`config.mk`:
```
export PLATFORM = sky130hd
export DESIGN_NAME = supply_monitor_irq_reset_ctrl
export DESIGN_NICKNAME = d
export VERILOG_FILES = /design/src/verilog/supmon_host_pkg.sv /design/src/verilog/supply_monitor_irq_reset_ctrl.sv
export SDC_FILE = /design/constraint.sdc
export NUM_CORES = 1
export LEC_CHECK = 0
export ABC_AREA = 0
export BUFFER_PORTS_ARGS = -buffer_cell sky130_fd_sc_hd__buf_4
export CAP_MARGIN = 5
export CORE_ASPECT_RATIO = 0.7
export CORE_MARGIN = 2
export CORE_UTILIZATION = 53
export CTS_CLUSTER_DIAMETER = 60
export DETAILED_ROUTE_END_ITERATION = 8
export GPL_TIMING_DRIVEN = 0
export PLACE_DENSITY_LB_ADDON = 0.05
export REMOVE_ABC_BUFFERS = 1
export SLEW_MARGIN = 20
export SYNTH_ARGS = -nofsm -noshare
export SYNTH_HDL_FRONTEND = slang
export SYNTH_SLANG_ARGS = --single-unit
```
`constraint.sdc`:
```
create_clock -name i_clk -period 2.75 [get_ports i_clk]
set_input_delay 0.4125 -clock i_clk [delete_from_list [all_inputs] [get_ports i_clk]]
set_output_delay 0.4125 -clock i_clk [all_outputs]
set_load 0.1 [all_outputs]
```
`src/verilog/supmon_host_pkg.sv`:
```
/*
 package for the supply monitor host sequencer: own register map, device field layout,
 sequencer timing. assumes a 10 MHz system clock.
*/
// Summary of operation
// - monitor zero resets only when its option word reset-disable bit is zero
// - host sets the write unlock bit before any control register change
// - interrupt setup writes mode zero with level and enable
// - interrupt setup also writes the chosen interrupt type select
// - reset setup writes mode one with level and enable
// - after enable the host waits the settle time before continuing
// - after settle the host clears the write unlock bit to relock
// - stop: unlock, write enable zero, then relock
// - event link is enabled only after the monitor is enabled
// - event link is disabled only after the monitor is stopped
// - host only writes detection level codes 0x0E through 0x1F
package supmon_host_pkg;
	// ****************************
	// own apb registers
	// ****************************
	localparam logic [11:0] OFS_CONFIG = 12'h000;
	localparam logic [11:0] OFS_COMMAND = 12'h004;
	localparam logic [11:0] OFS_STATUS = 12'h008;
	localparam logic [11:0] OFS_IRQ_STAT = 12'h00C;
	localparam logic [11:0] OFS_IRQ_MASK = 12'h010;
	// config fields
	localparam int CFG_LEVEL_LSB = 0;
	localparam int CFG_TYPE_BIT = 5;
	localparam int CFG_MODE_BIT = 6;
	localparam int CFG_ELINK_BIT = 7;
	localparam int CFG_M0RST_BIT = 8;
	localparam logic [8:0] CFG_RESET = 9'h00E;
	// command bits
	localparam int CMD_START_BIT = 0;
	localparam int CMD_STOP_BIT = 1;
	localparam int CMD_CLRDET_BIT = 2;
	// irq status bits
	localparam int IRQ_DONE_BIT = 0;
	localparam int IRQ_BADCFG_BIT = 1;
	localparam int IRQ_REQ_BIT = 2;
	localparam int IRQ_RST_BIT = 3;
	// ****************************
	// device control field layout
	// ****************************
	localparam int DEV_TYPE_BIT = 5;
	localparam int DEV_MODE_BIT = 6;
	localparam int DEV_EN_BIT = 7;
	localparam logic [4:0] LEVEL_MIN = 5'h0E;
	localparam logic [4:0] LEVEL_MAX = 5'h1F;
	// ****************************
	// timing
	// ****************************
	localparam int CLK_PERIOD_NS = 100;
	localparam int SETTLE_TIME_NS = 300000;
	localparam int SETTLE_CYCLES = (SETTLE_TIME_NS + CLK_PERIOD_NS - 1) / CLK_PERIOD_NS;
	localparam int CNT_W = 16;
endpackage

```
`src/verilog/supply_monitor_irq_reset_ctrl.sv`:
```
/*
 host sequencer driving the second supply monitor's control pins.
 apb slave for orders and status; device register writes are single-cycle strobes.
*/
`timescale 1ns/10ps
`default_nettype none
module supply_monitor_irq_reset_ctrl
	import supmon_host_pkg::*;
#(
	parameter int SETTLE_CYC = SETTLE_CYCLES
)
(
	input wire logic i_clk,
	input wire logic i_rst,
	input wire logic i_psel,
	input wire logic i_penable,
	input wire logic i_pwrite,
	input wire logic [11:0] i_paddr,
	input wire logic [31:0] i_pwdata,
	output logic [31:0] o_prdata,
	output logic o_pready,
	output logic o_pslverr,
	output logic o_irq,
	output logic o_unlock_wr,
	output logic o_unlock_val,
	output logic o_ctrl_wr,
	output logic [7:0] o_ctrl_val,
	output logic o_det_clr,
	output logic o_elink_en,
	output logic o_option_zero_rst_dis,
	input wire logic i_irq_req,
	input wire logic i_int_reset,
	input wire logic i_monitor_ok
);
	typedef enum {S_IDLE, S_UNLOCK, S_WRITE, S_SETTLE, S_LOCK, S_ELINK,
		S_SUNLINK, S_SUNLOCK, S_SDIS, S_SLOCK} seq_e;

	seq_e state_q;
	logic [8:0] cfg_q;
	logic [3:0] irq_stat_q;
	logic [3:0] irq_mask_q;
	logic [CNT_W-1:0] cnt_q;
	logic running_q;
	logic req_s1_q, req_s2_q, req_s3_q;
	logic rst_s1_q, rst_s2_q;
	logic ok_s1_q, ok_s2_q;
	logic wr, rd;
	logic start_cmd, stop_cmd, bad_level;
	logic [3:0] ev;

	// ****************************
	// apb slave
	// ****************************
	assign wr = i_psel && i_penable && i_pwrite;
	assign rd = i_psel && !i_pwrite;
	assign o_pready = 1'b1;
	assign o_pslverr = 1'b0;
	assign start_cmd = wr && (i_paddr == OFS_COMMAND) && i_pwdata[CMD_START_BIT];
	assign stop_cmd = wr && (i_paddr == OFS_COMMAND) && i_pwdata[CMD_STOP_BIT];
	assign bad_level = (cfg_q[4:0] < LEVEL_MIN) || (cfg_q[4:0] > LEVEL_MAX);

	always_ff @(posedge i_clk or posedge i_rst)
	begin
		if (i_rst)
			cfg_q <= CFG_RESET;
		else if (wr && (i_paddr == OFS_CONFIG) && state_q == S_IDLE)
			cfg_q <= i_pwdata[8:0];
	end

	always_ff @(posedge i_clk or posedge i_rst)
	begin
		if (i_rst)
			irq_mask_q <= 4'h0;
		else if (wr && (i_paddr == OFS_IRQ_MASK))
			irq_mask_q <= i_pwdata[3:0];
	end

	always_ff @(posedge i_clk or posedge i_rst)
	begin
		if (i_rst)
			o_prdata <= 32'h0000_0000;
		else if (rd && !i_penable)
		begin
			unique case (i_paddr)
				OFS_CONFIG: o_prdata <= {23'h0, cfg_q};
				OFS_STATUS: o_prdata <= {26'h0, (state_q != S_IDLE), running_q,
					ok_s2_q, rst_s2_q, req_s2_q, o_elink_en};
				OFS_IRQ_STAT: o_prdata <= {28'h0, irq_stat_q};
				OFS_IRQ_MASK: o_prdata <= {28'h0, irq_mask_q};
				default: o_prdata <= 32'h0000_0000;
			endcase
		end
	end

	// ****************************
	// pin synchronisers
	// ****************************
	always_ff @(posedge i_clk or posedge i_rst)
	begin
		if (i_rst)
		begin
			req_s1_q <= 1'b0;
			req_s2_q <= 1'b0;
			req_s3_q <= 1'b0;
			rst_s1_q <= 1'b0;
			rst_s2_q <= 1'b0;
			ok_s1_q <= 1'b0;
			ok_s2_q <= 1'b0;
		end
		else
		begin
			req_s1_q <= i_irq_req;
			req_s2_q <= req_s1_q;
			req_s3_q <= req_s2_q;
			rst_s1_q <= i_int_reset;
			rst_s2_q <= rst_s1_q;
			ok_s1_q <= i_monitor_ok;
			ok_s2_q <= ok_s1_q;
		end
	end

	// ****************************
	// sequencer
	// ****************************
	always_ff @(posedge i_clk or posedge i_rst)
	begin
		if (i_rst)
		begin
			state_q <= S_IDLE;
			cnt_q <= '0;
			running_q <= 1'b0;
		end
		else
		begin
			unique case (state_q)
				S_IDLE:
				begin
					if (start_cmd && !bad_level && !running_q)
						state_q <= S_UNLOCK;
					else if (stop_cmd && running_q)
						state_q <= o_elink_en ? S_SUNLINK : S_SUNLOCK;
				end
				S_UNLOCK: state_q <= S_WRITE;
				S_WRITE:
				begin
					cnt_q <= CNT_W'(SETTLE_CYC);
					state_q <= S_SETTLE;
				end
				S_SETTLE:
				begin
					if (cnt_q <= CNT_W'(1))
						state_q <= S_LOCK;
					else
						cnt_q <= cnt_q - CNT_W'(1);
				end
				S_LOCK:
				begin
					running_q <= 1'b1;
					state_q <= cfg_q[CFG_ELINK_BIT] && !cfg_q[CFG_MODE_BIT] ? S_ELINK : S_IDLE;
				end
				S_ELINK: state_q <= S_IDLE;
				S_SUNLINK: state_q <= S_SUNLOCK;
				S_SUNLOCK: state_q <= S_SDIS;
				S_SDIS: state_q <= S_SLOCK;
				S_SLOCK:
				begin
					running_q <= 1'b0;
					state_q <= S_IDLE;
				end
			endcase
		end
	end

	// ****************************
	// device pin drive
	// ****************************
	always_ff @(posedge i_clk or posedge i_rst)
	begin
		if (i_rst)
		begin
			o_unlock_wr <= 1'b0;
			o_unlock_val <= 1'b0;
			o_ctrl_wr <= 1'b0;
			o_ctrl_val <= 8'h00;
		end
		else
		begin
			o_unlock_wr <= 1'b0;
			o_ctrl_wr <= 1'b0;
			if (state_q == S_UNLOCK || state_q == S_SUNLOCK)
			begin
				o_unlock_wr <= 1'b1;
				o_unlock_val <= 1'b1;
			end
			if (state_q == S_LOCK || state_q == S_SLOCK)
			begin
				o_unlock_wr <= 1'b1;
				o_unlock_val <= 1'b0;
			end
			if (state_q == S_WRITE)
			begin
				o_ctrl_wr <= 1'b1;
				o_ctrl_val[4:0] <= cfg_q[4:0];
				o_ctrl_val[DEV_TYPE_BIT] <= cfg_q[CFG_TYPE_BIT];
				o_ctrl_val[DEV_MODE_BIT] <= cfg_q[CFG_MODE_BIT];
				o_ctrl_val[DEV_EN_BIT] <= 1'b1;
			end
			if (state_q == S_SDIS)
			begin
				o_ctrl_wr <= 1'b1;
				o_ctrl_val[DEV_EN_BIT] <= 1'b0;
			end
		end
	end

	always_ff @(posedge i_clk or posedge i_rst)
	begin
		if (i_rst)
			o_elink_en <= 1'b0;
		else if (state_q == S_ELINK)
			o_elink_en <= 1'b1;
		else if (state_q == S_SUNLINK && !running_q)
			o_elink_en <= 1'b0;
		else if (state_q == S_SLOCK)
			o_elink_en <= 1'b0;
	end

	always_ff @(posedge i_clk or posedge i_rst)
	begin
		if (i_rst)
			o_option_zero_rst_dis <= 1'b1;
		else
			o_option_zero_rst_dis <= !cfg_q[CFG_M0RST_BIT];
	end

	always_ff @(posedge i_clk or posedge i_rst)
	begin
		if (i_rst)
			o_det_clr <= 1'b0;
		else
			o_det_clr <= wr && (i_paddr == OFS_COMMAND) && i_pwdata[CMD_CLRDET_BIT];
	end

	// ****************************
	// interrupts
	// ****************************
	assign ev[IRQ_DONE_BIT] = (state_q == S_LOCK) || (state_q == S_SLOCK);
	assign ev[IRQ_BADCFG_BIT] = start_cmd && bad_level && state_q == S_IDLE;
	assign ev[IRQ_REQ_BIT] = req_s2_q && !req_s3_q;
	assign ev[IRQ_RST_BIT] = rst_s2_q;

	always_ff @(posedge i_clk or posedge i_rst)
	begin
		if (i_rst)
			irq_stat_q <= 4'h0;
		else if (wr && (i_paddr == OFS_IRQ_STAT))
			irq_stat_q <= (irq_stat_q & ~i_pwdata[3:0]) | ev;
		else
			irq_stat_q <= irq_stat_q | ev;
	end

	assign o_irq = |(irq_stat_q & irq_mask_q);
endmodule
`default_nettype wire
```
-- Word-level counts from Yosys, hierarchy flattened
Cells that the tools add are included.
- output and inout port bits: 49
- input bits: 52
- register bits after elaboration: 119
- word-level logic and storage cells: 120
- bitwise gates (word level): 5
- $add $sub $neg: 1
- $lt $le $gt $ge: 3
- mux-type cells: 22
- reduce and logical (&&, ||, !) cells: 43
- equal/unequal tests: 24
- operators by type and width (kind ; number):
    case mux 32 bit (9 select lines) ; 1
    equality test 32 x 4 -> 1 bit, second input constant ; 6
    equality test 32 x 3 -> 1 bit, second input constant ; 5
    equality test 32 x 2 -> 1 bit, second input constant ; 3
    2-to-1 mux 32 bit ; 3
    equality test 32 x 5 -> 1 bit, second input constant ; 2
    logical NOT 32 bit ; 2
    case mux 9 bit (4 select lines) ; 1
    equality test 32 x 1 -> 1 bit, second input constant ; 1
    case mux 16 bit (2 select lines) ; 1
    nonzero test 32 bit ; 1
    equality test 12 x 4 -> 1 bit, second input constant ; 2
    logical AND 1 bit ; 20
    <= comparator 16 x 1 -> 1 bit, second input constant ; 1
    2-to-1 mux 16 bit ; 1
    subtractor 16 x 1 -> 16 bit, second input constant ; 1
    equality test 12 x 3 -> 1 bit, second input constant ; 1
    equality test 12 x 5 -> 1 bit, second input constant ; 1
    logical NOT 12 bit ; 1
    2-to-1 mux 1 bit ; 11
    bitwise AND 4 bit ; 2
    2-to-1 mux 8 bit ; 1
    bitwise OR 4 bit ; 2
    nonzero test 2 bit ; 4
    other kinds (14) ; 24

-- Longest topological paths before layout
- depth in word-level cells: 8
- depth in mapped cells: 8
- gate-level depth less buffers: 7

-- Worst setup path after synthesis
Ideal clock, no wire load.
- kind: input port to flip-flop
- start: input i_paddr[1]
- end: register cfg_q[0]
- arrival: 1710 ps
- required time: 2625 ps
- stages: 6
- path slack: 915 ps
- cell sequence: nor4_2 > nand3_2 > nor3_4 > and2_2 > buf_12 > mux2_4
- word-level cells in the longest chain between the ends: 3
- RTL lines (item ; line ; source):
    start, declared ; supply_monitor_irq_reset_ctrl.sv:18 ; input wire logic [11:0] i_paddr,
    logical NOT 12 bit ; supply_monitor_irq_reset_ctrl.sv:66 ; else if (wr && (i_paddr == OFS_CONFIG) && state_q == S_IDLE)
    logical AND 1 bit (2 in a row) ; supply_monitor_irq_reset_ctrl.sv:66 ;
    end signal, assigned ; supply_monitor_irq_reset_ctrl.sv:67 ; cfg_q <= i_pwdata[8:0];
    end, declared ; supply_monitor_irq_reset_ctrl.sv:39 ; logic [8:0] cfg_q;
No other way between the ends.
A chain may end at the register's enable or synchronous reset.

-- Final worst setup path
- start: register state_q[0]
- end: register cfg_q[7]
- word-level cells in the longest chain between the ends: 2
- RTL lines (item ; line ; source):
    start, declared ; supply_monitor_irq_reset_ctrl.sv:38 ; seq_e state_q;
    start signal, assigned ; supply_monitor_irq_reset_ctrl.sv:141 ; state_q <= o_elink_en ? S_SUNLINK : S_SUNLOCK;
    start signal, assigned ; supply_monitor_irq_reset_ctrl.sv:159 ; state_q <= cfg_q[CFG_ELINK_BIT] && !cfg_q[CFG_MODE_BIT] ? S_ELINK : S_IDLE;
    logical NOT 32 bit ; supply_monitor_irq_reset_ctrl.sv:66 ;
    logical AND 1 bit ; supply_monitor_irq_reset_ctrl.sv:66 ;
No other way between the ends.

==> impl_results.md <==
* Status: finished, final reports clean
* Crit path kind: reg -> reg
* H-tree levels at 3
* Port Buffers at 52
* Starting density of the core at 54.65%
* Pleak at 2.056 nW
* CTS Buf Count at 9
* Global-route wire length before repair at 13320 um
* Worst EP arrival at 2.53 ns
* CTS Root Cell: clkbuf_8
* Comb power frac at 22.2%
* Cell family with most CP delay: simple AND/OR/NAND/NOR gates
* Via density per instance at 5.439
* Worst skew pair latency at 0.35 ns
* Layout Nets at 458
* Top FF cell, synth: dfrtp_1
* Sw Pwr at 881.8 uW
* RSZ-0062 raised after global routing: false
* CP max-delay cell: or4_1
* Total grt overflow at 0
* Max rail drop VDD at 0.3090 mV
* Share of cells above drive strength 1 at 27.14%
* Synth Area per Inst at 10.34 um^2
* # DRC at 0
* Critical Path Start Type: flop
* TNS Setup at 0 ns
* Num rows at 25
* Die area at 7661 um^2
* P per Cell Area at 587.5 nW/um^2
* Worst endpoint required time at 2.98 ns
* Cts hold-fix bufs at 1
* Final setup violation count at 0
* Post-synth top area share at 43.38%
* Total power at 2.495 mW
* Final Cycle Share at 83.45%
* Flop pwr share at 43.5%
* All-Layer GR Usage at 22.59%
* Final Wtd Congestion at 0.7944
* Slew headroom at 31.11%
* Die height at 73.84 um
* Detailed placement HPWL at 5715 um
* Clock power share at 34.2%
* Clk sink count at 68
* Syn. warnings at 0
* ANT nets after route at 0
* Die width at 103.8 um
* Post-CTS Resized at 0
* Seq/Total Area, Yosys at 46.22%
* Post-Route WL at 7767 um
* P&R area growth vs syn at 15.01%
* Maximum Capacitance Violations at 0
* Synth Instances at 357
* TritonCTS clock tree: yes
* Min-Delay Path Class: in -> reg
* Core area at 6756 um^2
* Upper clock frequency limit at 435.8 MHz
* Core Util, Final at 62.85%
* Pre-antenna DRT Iters at 4
* EDFF count, synth at 0
* CTS clk-pin slew, worst paths at 0.08 ns
* Most frequent cell after synthesis: dfrtp_1
* Pin count of the biggest net entering global routing at 59
* Slew Limit Fails at 0
* Initial antenna violation count at 0
* WL per Instance at 15.44 um
* DR iter-0 viols at 152
* Post-Syn Area at 3692 um^2
* CP cell instances: or4_1 > nor2_1 > and2_2 > mux2_4
* Setup crit end kind: flop
* Top cells by area, synth: dfrtp_1 43%, nand2_1 5.4%, buf_4 5.3%
* #FFs+latches synth at 68
* Hold Vio Cnt, Final at 0
* Tightest Pin Transition at 1.030 ns
* Maximum fanout along the worst path at 21
* Cell taking the most area after synthesis: dfrtp_1
* Sw Share at 35.35%
* Post-synth top cells: 64 x dfrtp_1, 53 x nand2_1, 26 x buf_4
* Worst Skew at 0.007151 ns
* Number of global-route vias before repair at 2679
* Post-synthesis cell type count at 64
* Deepest clock path buffer count at 2
* I/O pin cnt at 101
* CP bufs+invs at 0
* Ys async rst share at 100.0%
* N_diodes at 0
* P_int at 1.613 mW
* Post-CTS Setup Bufs at 0
* Period minus WS final at 2.295 ns
* Vias post-DR at 2736
* Crit path largest cell delay at 0.73 ns
state kept, by name, indices dropped and copies added (netlist names), 4 cells and up:
name        flops
o_ctrl_val      8
state_q         4
o_prdata        9
irq_stat_q      4
cfg_q           9
irq_mask_q      4
cnt_q          16
metal layers:
layer / GRT usage, % / part of all wire, % / vias up
li1: - / - / 1321
met1: 32.73 / 52 / 1309
met2: 32.30 / 40 / 93
met3: 6.389 / 6.3 / 13
met4: 8.709 / 1.5 / 0
met5: 0 / 0 / -
through the flow:
| step | setup slack (ns) | instance area, um^2 | hold WS [ns] | std cells |
|---|---|---|---|---|
| floorplan | 0.6326 | 3493 | 0.3312 | 339 |
| global placement | -0.2650 | 4001 | 0.3327 | 485 |
| detailed placement | 0.4741 | 4031 | 0.3347 | 486 |
| CTS | 0.4658 | 4247 | 0.1487 | 503 |
| global route | 0.3593 | 4247 | 0.1372 | 503 |
| finish | 0.4552 | 4247 | 0.1641 | 503 |
area by class of cell:
| cell class | count | area, um^2 |
|---|---|---|
| Fill cell | 605 | 2510 |
| Multi-Input combinational cell | 258 | 1738 |
| Sequential cell | 68 | 1707 |
| Timing Repair Buffer | 54 | 427.9 |
| Clock buffer | 9 | 123.9 |
| Tap cell | 94 | 117.6 |
| Clock inverter | 7 | 81.33 |
| Inverter | 13 | 51.30 |
power by group through the flow:
stage               clock network (mW)  registers (mW)  logic, mW
floorplan                            0            1.14      0.393
global placement                     0            1.10      0.545
detailed placement                   0            1.10      0.555
CTS                              0.879            1.08      0.558
global route                     0.927            1.09      0.600
finish                           0.854            1.09      0.555
worst paths after layout:
check	start	depth (start not counted)	slack, ns	end
worst max-delay path	state_q[0]$_DFFE_PP0P_	4	0.46	cfg_q[7]$_DFFE_PP0P_
worst min-delay path	i_int_reset	1	0.16	rst_s1_q$_DFF_PP0_
worst max register to register	state_q[0]$_DFFE_PP0P_	4	0.46	cfg_q[7]$_DFFE_PP0P_
worst min register to register	req_s1_q$_DFF_PP0_	0	0.35	req_s2_q$_DFF_PP0_
max in group asynchronous	i_rst	4	1.68	cfg_q[1]$_DFFE_PP1P_
min in group asynchronous	i_rst	3	0.53	cnt_q[15]$_DFFE_PP0P_
cell families after synthesis:
| group | Yosys count | synth area share [%] |
|---|---|---|
| other | 2 | 0.2034 |
| DFF | 68 | 46.22 |
| and+or+nand+nor | 137 | 22.06 |
| muxes | 22 | 7.421 |
| xor gates and xnor gates | 10 | 2.372 |
| AOI/OAI and AO/OA | 62 | 12.00 |
| adders and majority gates | 2 | 0.6776 |
| buffers and inverters | 54 | 9.047 |
cells in the final DEF, fill, tap and decap left out, types with 3 or more instances in the layout:
cell type and n:
dfrtp_1 64, nand2_1 53, buf_4 52, conb_1 25, nor2_1 19, a21oi_1 14
inv_1 11, xnor2_1 10, nand3_1 9, o21ai_0 9, mux2_4 9, clkbuf_8 9
nor3_1 7, mux2_2 7, a22oi_1 7, mux2i_1 6, nor4_4 5, nor4_1 5
a22o_1 5, nand4_1 4, nand4b_1 4, or3_1 4, a21o_1 4, a221oi_1 4
dfstp_2 4, inv_6 4, nand2b_1 3, a211oi_1 3, o31ai_1 3
Power figures use the tool's default switching activity.
